--- config.mk ---
export PLATFORM = sky130hd
export DESIGN_NAME = spimsp_port
export DESIGN_NICKNAME = d
export VERILOG_FILES = /design/src/inc/spimsp_pkg.sv /design/src/logic/spimsp_port.sv
export SDC_FILE = /design/constraint.sdc
export NUM_CORES = 1
export LEC_CHECK = 0
export ABC_CLOCK_PERIOD_IN_PS = 2100
export BUFFER_PORTS_ARGS = -buffer_cell sky130_fd_sc_hd__buf_2
export CORE_ASPECT_RATIO = 1.2
export CORE_MARGIN = 2
export CORE_UTILIZATION = 54
export DETAILED_ROUTE_END_ITERATION = 8
export PLACE_DENSITY = 0.77
export SETUP_SLACK_MARGIN = 0.15
export SYNTH_ARGS = -nofsm -noshare
export SYNTH_HDL_FRONTEND = slang
export SYNTH_SLANG_ARGS = --single-unit
export TNS_END_PERCENT = 20
--- constraint.sdc ---
create_clock -name clk_i -period 2.1 [get_ports clk_i]
set_input_delay 0.42 -clock clk_i [delete_from_list [all_inputs] [get_ports clk_i]]
set_output_delay 0.42 -clock clk_i [all_outputs]
set_load 0.01 [all_outputs]
--- src/inc/spimsp_pkg.sv ---
// constants, register map and types of the serial master/slave port
package spimsp_pkg;
  // apb byte address width; register index times four is the byte address
  localparam int unsigned ADDR_W = 10;
  localparam logic [7:0] IDX_TX_BUF    = 8'h9a;
  localparam logic [7:0] IDX_RX_BUF    = 8'h9b;
  localparam logic [7:0] IDX_CFG_ONE   = 8'he8;
  localparam logic [7:0] IDX_CFG_TWO   = 8'he9;
  localparam logic [7:0] IDX_IRQ_STAT  = 8'hea;
  localparam logic [7:0] IDX_PIN_OWNER = 8'heb;
  // reset values
  localparam logic [7:0] CFG_ONE_RST   = 8'h10;
  localparam logic [7:0] CFG_TWO_RST   = 8'h00;
  localparam logic [7:0] BYTE_ZERO     = 8'h00;
  // serial_config_one fields
  localparam int unsigned C1_IRQ_MODE  = 5;
  localparam int unsigned C1_AUTO_SEL  = 4;
  localparam int unsigned C1_SEL_IN_EN = 3;
  localparam int unsigned C1_OVF_WRITE = 2;
  localparam int unsigned C1_RATE_HI   = 1;
  localparam int unsigned C1_RATE_LO   = 0;
  // serial_config_two fields
  localparam int unsigned C2_CONT      = 7;
  localparam int unsigned C2_ENABLE    = 6;
  localparam int unsigned C2_MASTER    = 4;
  // serial_irq_status fields
  localparam int unsigned ST_RX_FULL   = 0;
  localparam int unsigned ST_TX_EMPTY  = 1;
  localparam int unsigned ST_BUSY      = 2;
  localparam int unsigned ST_OVERFLOW  = 3;
  localparam int unsigned ST_IRQ       = 4;
  // pin owner register field
  localparam int unsigned OWN_I2C      = 0;
  // sclk half period for rate code 00 (divide by 8), doubled per code step
  localparam logic [5:0] HALF_BASE     = 6'h04;
  localparam logic [5:0] HALF_ZERO     = 6'h00;
  // sclk half periods that select stays high between single bytes
  localparam logic [3:0] STALL_HALVES  = 4'h2;
  localparam logic [2:0] LAST_BIT      = 3'h7;
  localparam logic [2:0] FIRST_BIT     = 3'h0;
  // master sequencer, gray coded along idle, shift, stall
  typedef enum logic [1:0] {
    SPIMSP_IDLE  = 2'b00,
    SPIMSP_SHIFT = 2'b01,
    SPIMSP_STALL = 2'b11
  } spimsp_state_t;
endpackage : spimsp_pkg

--- src/logic/spimsp_port.sv ---
// full duplex double buffered serial port, master or slave, with apb registers
`timescale 1ns/1ps
module spimsp_port (
  input  wire logic                            clk_i,
  input  wire logic                            rst_n_i,
  input  wire logic                            psel_i,
  input  wire logic                            penable_i,
  input  wire logic                            pwrite_i,
  input  wire logic [spimsp_pkg::ADDR_W-1:0]   paddr_i,
  input  wire logic [31:0]                     pwdata_i,
  output logic      [31:0]                     prdata_o,
  output logic                                 pready_o,
  output logic                                 pslverr_o,
  input  wire logic                            sclk_i,
  output logic                                 sclk_o,
  output logic                                 sclk_oe_o,
  input  wire logic                            mosi_i,
  output logic                                 mosi_o,
  output logic                                 mosi_oe_o,
  input  wire logic                            miso_i,
  output logic                                 miso_o,
  output logic                                 miso_oe_o,
  input  wire logic                            sel_n_i,
  output logic                                 sel_n_o,
  output logic                                 sel_oe_o,
  output logic                                 irq_o
);

  // half period of sclk in core cycles, minus one, for a rate code
  function automatic logic [5:0] half_len(input logic [1:0] rate);
    half_len = 6'(spimsp_pkg::HALF_BASE << rate) - 6'h01;
  endfunction : half_len

  // byte address decode of a register index
  function automatic logic addr_hit(input logic [spimsp_pkg::ADDR_W-1:0] a,
                                    input logic [7:0] idx);
    addr_hit = (a == {idx, 2'b00});
  endfunction : addr_hit

  logic [7:0]                cfg_one_q;
  logic [7:0]                cfg_two_q;
  logic                      owner_q;
  logic [7:0]                tx_hold_q;
  logic                      tx_full_q;
  logic [7:0]                rx_hold_q;
  logic                      rx_full_q;
  logic                      rx_fresh_q;
  logic                      ovf_q;
  logic [7:0]                sh_q;
  logic                      in_bit_q;
  logic [2:0]                cnt_q;
  logic                      loaded_q;
  logic [5:0]                hc_q;
  logic [3:0]                stall_q;
  logic                      sclk_q;
  logic                      rdy_q;
  logic [31:0]               prdata_q;
  logic [3:0]                sync1_q;
  logic [3:0]                sync2_q;
  logic [3:0]                sync3_q;
  spimsp_pkg::spimsp_state_t state_q;

  // config fields
  wire en        = cfg_two_q[spimsp_pkg::C2_ENABLE] & ~owner_q;
  wire master    = cfg_two_q[spimsp_pkg::C2_MASTER];
  wire cont      = cfg_two_q[spimsp_pkg::C2_CONT];
  wire irq_mode  = cfg_one_q[spimsp_pkg::C1_IRQ_MODE];
  wire auto_sel  = cfg_one_q[spimsp_pkg::C1_AUTO_SEL];
  wire sel_in_en = cfg_one_q[spimsp_pkg::C1_SEL_IN_EN];
  wire ovf_write = cfg_one_q[spimsp_pkg::C1_OVF_WRITE];
  wire [1:0] rate = cfg_one_q[spimsp_pkg::C1_RATE_HI:spimsp_pkg::C1_RATE_LO];

  // synchronised pins: {sel_n, sclk, mosi, miso}
  wire miso_s  = sync2_q[0];
  wire mosi_s  = sync2_q[1];
  wire sclk_s  = sync2_q[2];
  wire sel_n_s = sync2_q[3];
  wire sclk_p  = sync3_q[2];

  // two flip-flop synchronisers, third stage only for edge detection
  always_ff @(posedge clk_i or negedge rst_n_i) begin
    if (!rst_n_i) begin
      sync1_q <= 4'hf;
      sync2_q <= 4'hf;
      sync3_q <= 4'hf;
    end else begin
      sync1_q <= {sel_n_i, sclk_i, mosi_i, miso_i};
      sync2_q <= sync1_q;
      sync3_q <= sync2_q;
    end
  end

  // apb decode
  wire acc     = psel_i & penable_i;
  wire done_ap = acc & rdy_q;
  wire wr      = done_ap & pwrite_i;
  wire rd      = done_ap & ~pwrite_i;
  wire hit_tx  = addr_hit(paddr_i, spimsp_pkg::IDX_TX_BUF);
  wire hit_rx  = addr_hit(paddr_i, spimsp_pkg::IDX_RX_BUF);
  wire hit_c1  = addr_hit(paddr_i, spimsp_pkg::IDX_CFG_ONE);
  wire hit_c2  = addr_hit(paddr_i, spimsp_pkg::IDX_CFG_TWO);
  wire hit_st  = addr_hit(paddr_i, spimsp_pkg::IDX_IRQ_STAT);
  wire hit_own = addr_hit(paddr_i, spimsp_pkg::IDX_PIN_OWNER);
  wire mapped  = hit_tx | hit_rx | hit_c1 | hit_c2 | hit_st | hit_own;
  wire capture = acc & ~rdy_q;

  // modes and edges of the serial clock
  wire m_act   = en & master;
  wire s_act   = en & ~master & (~sel_in_en | ~sel_n_s);
  wire tick    = (hc_q == spimsp_pkg::HALF_ZERO);
  wire in_shift = (state_q == spimsp_pkg::SPIMSP_SHIFT);
  wire m_rise  = in_shift & tick & ~sclk_q;
  wire m_fall  = in_shift & tick & sclk_q;
  wire rise    = m_act ? m_rise : (s_act & sclk_s & ~sclk_p);
  wire fall    = m_act ? m_fall : (s_act & ~sclk_s & sclk_p);
  wire samp    = m_act ? miso_s : mosi_s;
  wire byte_done = fall & (cnt_q == spimsp_pkg::LAST_BIT);
  wire [7:0] rx_byte = {sh_q[6:0], in_bit_q};

  // buffer moves
  wire m_start = m_act & (state_q == spimsp_pkg::SPIMSP_IDLE) & tx_full_q;
  wire m_next  = m_act & byte_done & cont & tx_full_q;
  wire s_load  = s_act & (cnt_q == spimsp_pkg::FIRST_BIT) & ~sclk_s & ~loaded_q & tx_full_q;
  wire take    = m_start | m_next | s_load;
  wire deliver = byte_done & (~rx_full_q | ovf_write);
  wire drop    = byte_done & rx_full_q;
  wire pop     = rd & hit_rx & ~rx_fresh_q & ~deliver;

  // status and interrupt view
  wire irq_cond = en & (irq_mode ? ~tx_full_q : rx_full_q);
  wire [7:0] stat_v = 8'({irq_cond, ovf_q, ~(state_q == spimsp_pkg::SPIMSP_IDLE),
                          ~tx_full_q, rx_full_q});

  // read mux, tx buffer is write only
  wire [7:0] rd_mux = hit_rx  ? rx_hold_q :
                      hit_c1  ? cfg_one_q :
                      hit_c2  ? cfg_two_q :
                      hit_st  ? stat_v :
                      hit_own ? 8'({owner_q}) : spimsp_pkg::BYTE_ZERO;

  // apb slave: one wait state, read data captured in the first access cycle
  always_ff @(posedge clk_i or negedge rst_n_i) begin
    if (!rst_n_i) begin
      rdy_q    <= 1'b0;
      prdata_q <= 32'h0000_0000;
    end else begin
      rdy_q <= acc & ~rdy_q;
      if (capture) begin
        prdata_q <= {24'h00_0000, rd_mux};
      end
    end
  end

  // software registers
  always_ff @(posedge clk_i or negedge rst_n_i) begin
    if (!rst_n_i) begin
      cfg_one_q <= spimsp_pkg::CFG_ONE_RST;
      cfg_two_q <= spimsp_pkg::CFG_TWO_RST;
      owner_q   <= 1'b0;
    end else if (wr) begin
      if (hit_c1) cfg_one_q <= pwdata_i[7:0];
      if (hit_c2) cfg_two_q <= pwdata_i[7:0];
      if (hit_own) owner_q <= pwdata_i[spimsp_pkg::OWN_I2C];
    end
  end

  // transmit holding buffer, a write wins over a take in the same cycle
  always_ff @(posedge clk_i or negedge rst_n_i) begin
    if (!rst_n_i) begin
      tx_hold_q <= spimsp_pkg::BYTE_ZERO;
      tx_full_q <= 1'b0;
    end else if (wr && hit_tx) begin
      tx_hold_q <= pwdata_i[7:0];
      tx_full_q <= 1'b1;
    end else if (take) begin
      tx_full_q <= 1'b0;
    end
  end

  // receive holding buffer and overflow flag, set wins over clear
  always_ff @(posedge clk_i or negedge rst_n_i) begin
    if (!rst_n_i) begin
      rx_hold_q  <= spimsp_pkg::BYTE_ZERO;
      rx_full_q  <= 1'b0;
      rx_fresh_q <= 1'b0;
      ovf_q      <= 1'b0;
    end else begin
      if (deliver) begin
        rx_hold_q <= rx_byte;
      end
      rx_full_q  <= deliver | (rx_full_q & ~pop);
      rx_fresh_q <= deliver | (rx_fresh_q & ~capture);
      ovf_q      <= drop | (ovf_q & ~(wr & hit_st & pwdata_i[spimsp_pkg::ST_OVERFLOW]));
    end
  end

  // shift register, bit counter and slave preload
  always_ff @(posedge clk_i or negedge rst_n_i) begin
    if (!rst_n_i) begin
      sh_q     <= spimsp_pkg::BYTE_ZERO;
      in_bit_q <= 1'b0;
      cnt_q    <= spimsp_pkg::FIRST_BIT;
      loaded_q <= 1'b0;
    end else if (!(m_act || s_act)) begin
      cnt_q    <= spimsp_pkg::FIRST_BIT;
      loaded_q <= 1'b0;
    end else begin
      if (rise) in_bit_q <= samp;
      if (take) begin
        sh_q <= tx_hold_q;
      end else if (fall) begin
        sh_q <= rx_byte;
      end
      if (m_start) begin
        cnt_q <= spimsp_pkg::FIRST_BIT;
      end else if (fall) begin
        cnt_q <= cnt_q + 3'h1;
      end
      loaded_q <= s_load | (loaded_q & ~byte_done);
    end
  end

  // master sequencer and clock divider
  always_ff @(posedge clk_i or negedge rst_n_i) begin
    if (!rst_n_i) begin
      state_q <= spimsp_pkg::SPIMSP_IDLE;
      hc_q    <= spimsp_pkg::HALF_ZERO;
      stall_q <= 4'h0;
      sclk_q  <= 1'b0;
    end else if (!m_act) begin
      state_q <= spimsp_pkg::SPIMSP_IDLE;
      sclk_q  <= 1'b0;
      hc_q    <= spimsp_pkg::HALF_ZERO;
    end else begin
      hc_q <= tick ? half_len(rate) : hc_q - 6'h01;
      case (state_q)
        spimsp_pkg::SPIMSP_IDLE: begin
          sclk_q <= 1'b0;
          if (m_start) begin
            state_q <= spimsp_pkg::SPIMSP_SHIFT;
            hc_q    <= half_len(rate);
          end
        end
        spimsp_pkg::SPIMSP_SHIFT: begin
          if (tick) sclk_q <= ~sclk_q;
          if (byte_done && !m_next) begin
            state_q <= spimsp_pkg::SPIMSP_STALL;
            stall_q <= spimsp_pkg::STALL_HALVES;
          end
        end
        spimsp_pkg::SPIMSP_STALL: begin
          if (tick) begin
            stall_q <= stall_q - 4'h1;
            if (stall_q == 4'h1) state_q <= spimsp_pkg::SPIMSP_IDLE;
          end
        end
        default: begin
          state_q <= spimsp_pkg::SPIMSP_IDLE;
        end
      endcase
    end
  end

  // pins, released while the i2c unit owns them
  assign sclk_o    = sclk_q;
  assign mosi_o    = sh_q[7];
  assign miso_o    = sh_q[7];
  assign sclk_oe_o = m_act;
  assign mosi_oe_o = m_act;
  assign sel_oe_o  = m_act;
  assign miso_oe_o = s_act;
  assign sel_n_o   = ~m_act | (auto_sel & ~in_shift);
  assign irq_o     = irq_cond;
  assign prdata_o  = prdata_q;
  assign pready_o  = rdy_q;
  assign pslverr_o = rdy_q & ~mapped;
endmodule : spimsp_port

==> impl_metrics.tcl <==
set metrics [dict create \
    synthToLayoutAreaGrowth_pct 14.89 \
    synthCells 368 \
    postCtsHoldBufs 0 \
    path_buf_inv 1 \
    syn_avg_cell_area_um2 11.28 \
    clk_latency_ns 0.35 \
    final_common_cell "dfrtp_1" \
    cts_max_level 3 \
    ys_top_cells_by_area "dfrtp_1 43%, mux2_2 11%, dfstp_2 6.3%" \
    use_met2 0.3828 \
    ys.warnings.count 0 \
    drt-pass1-iter-count 4 \
    drv_cap 0 \
    required_ns 1.68 \
    worstReg2RegStart "hc_q[3]$_DFF_PN0_" \
    clkTransAtPathRegs_ns 0.08 \
    total_power_mw 2.966 \
    critPathKind "flip-flop to output port" \
    antennaDiodeCount 0 \
    synth-edff-count 0 \
    mostFrequentLayoutCells "70 x dfrtp_1, 44 x buf_2, 41 x mux2_2, 37 x nand2_1, 25 x buf_4" \
    globalRouteOverflowTotal 0 \
    final_nets 491 \
    start_util 0.5478 \
    critPathMaxFanout 7 \
    io-pin-count 94 \
    top_usage_layer "met2" \
    detail_route.wl_per_cell_um 16.53 \
    fp.dieArea_mm2 0.008406 \
    place_hpwl_mm 6.399 \
    vdd_drop_max_v 0.0005253 \
    root_buffer "clkbuf_8" \
    grtUsageMet1 0.2708 \
    track_usage 0.2211 \
    hold_path_class "primary input to asynchronous set/reset pin" \
    p_per_area_mw_per_mm2 622.0 \
    crit_chain "nand3b_4 -> nor3b_4 -> nor2_1 -> buf_2" \
    drive_above_1_share 0.3562 \
    vias_per_cell 5.596 \
    ys_seq_elements 81 \
    setup_viol 0 \
    clock-skew-final_ns 0.007629 \
    critPathCaptureType "output port" \
    async_reset_ff_frac 1.000 \
    port_buffers 45 \
    critPathLaunchType "flip-flop" \
    cts_buffers 9 \
    clockBufferDepth 2 \
    drv_slew 0 \
    timing.fmax_mhz 509.0 \
    ys_seq_area_frac 0.4914 \
    hold_violations 0 \
    ant_nets 0 \
    die_h_um 100.0 \
    drtIter0Drc 247 \
    grt_setup_unrepaired "yes" \
    finalWeightedCongestion 0.8479 \
    antenna_found_initial 0 \
    power_leakage_nw 2.383 \
    syn_area_mm2 0.004150 \
    drc 0 \
    worst_pin_slew_ns 0.5773 \
    r2r_end "stall_q[3]$_DFFE_PN0P_" \
    synth.distinct_cells 61 \
    grt_pass1_wl_mm 14.36 \
    cts_tree "built" \
    grt_start_max_net_pins 46 \
    core_area_mm2 0.007576 \
    critical-path-max-stage-delay_ns 0.43 \
    num_rows 35 \
    ff2ff_path_depth 6 \
    cp_top_family "simple AND/OR/NAND/NOR gates" \
    synth_flop_cell "dfrtp_1" \
    routed_wl_mm 8.760 \
    fin_crit_sh 0.9355 \
    dr_total_vias 2966 \
    clock_sinks 81 \
    grtUsageMet3 0.03783 \
    die_width_um 84.03 \
    r2r_slack_ns 0.20 \
    synth_top_area_share 0.4281 \
    fin_tns_setup_ns 0 \
    crit_slowest_cell "dfrtp_1" \
    worst_setup_path_startpoint "owner_q$_DFFE_PN0P_" \
    cp.arrival_ns 1.54 \
    status "completed" \
    relSlewSlack 0.6151 \
    fin_crit_ns 1.965 \
    synth_top_area_cell "dfrtp_1" \
    grt_pass1_vias 2977 \
]
==> repair_timing <==
action                                  CTS  global route
pin swaps                                 0             2
endpoints found under the setup margin   21            23
resized for setup                         2             7
buffers inserted                          0             3
==> layout make-up <==
class                           count  area, µm²
Timing Repair Buffer               70      427.9
Fill cell                         620       2808
Clock buffer                       11      141.4
Inverter                           21      78.83
Clock inverter                      5      78.83
Tap cell                           92      115.1
Multi-Input combinational cell    250       1886
Sequential cell                    81       2041
==> how the worst max path moves through the flow <==
stage,endpoint,cells after the start
2_1_floorplan,stall_q[3]$_DFFE_PN0P_,5
3_3_place_gp,sh_q[5]$_DFFE_PN0P_,6
3_5_place_dp,rx_hold_q[1]$_DFFE_PN0P_,5
4_1_cts,rx_hold_q[1]$_DFFE_PN0P_,5
5_1_grt,sel_n_o,4
6_report,sel_n_o,4
==> state kept, by name (all words and copies together), names as in the netlist, 4 cells and up <==
signal	cells
cfg_one_q	8
cfg_two_q	8
prdata_o	8
rx_hold_q	8
sh_q	8
tx_hold_q	8
hc_q	6
stall_q	4
sync1_q	4
sync2_q	4
==> logic make-up (layout without fill, tap and decap cells) <==
| group | after synthesis | in the layout | synth area share |
|---|---|---|---|
| AO/OA/AOI/OAI | 62 | 62 | 0.1122 |
| XOR/XNOR | 4 | 4 | 0.008443 |
| adder cells (fa/ha/maj) | 7 | 7 | 0.02110 |
| buffers and inverters | 60 | 107 | 0.08411 |
| flip-flops | 81 | 81 | 0.4914 |
| multiplexers | 54 | 54 | 0.1456 |
| other | 1 | 24 | 0.0009036 |
| AND/OR/NAND/NOR | 99 | 99 | 0.1363 |
==> metrics by stage <==
step	instances	setup WS [ns]	hold slack [ns]	utilization	cell area (µm²)
2_1_floorplan	391	0.2152	0.1244	-	4237
3_3_place_gp	511	0.1300	0.3460	0.5922	4487
3_5_place_dp	511	0.08988	0.3484	0.5922	4487
4_1_cts	527	0.08048	0.08437	0.6221	4713
5_1_grt	530	0.07036	0.1036	0.6294	4768
6_report	530	0.1354	0.07119	0.6294	4768
==> Yosys cell counts, drive strengths merged (2+ instances only) <==
cell and number:
a21oi 9, a31oi 2, nor4 2, nor3b 5, and2 3, nor4b 4, buf 33, nand2b 2
dfrtp 71, and3 3, nand3b 3, xnor2 3, ha 7, mux2 41, a22o 10, nand2 37
nor2 16, o21ai 15, o211ai 2, a211oi 3, mux2i 12, a21o 2, nor2b 3, clkbuf 6
nand4 3, nand3 5, nor3 7, dfstp 10, and4 3, a22oi 8, inv 21
==> routing by layer <==
| metal | share of wire | wire, µm | vias to the layer above |
|---|---|---|---|
| met3 | 0.049 | 432 | 21 |
| met5 | 0 | 0 | - |
| met1 | 0.41 | 3622 | 1462 |
| met4 | 0.029 | 251 | 0 |
| met2 | 0.51 | 4455 | 98 |
| li1 | - | - | 1385 |
==> where the power goes <==
part	switching, mW	internal (mW)
Clock	0.553	0.701
Sequential	0.00574	1.58
Combinational	0.0924	0.0383
Note: power is estimated with default switching activity, not from simulation.
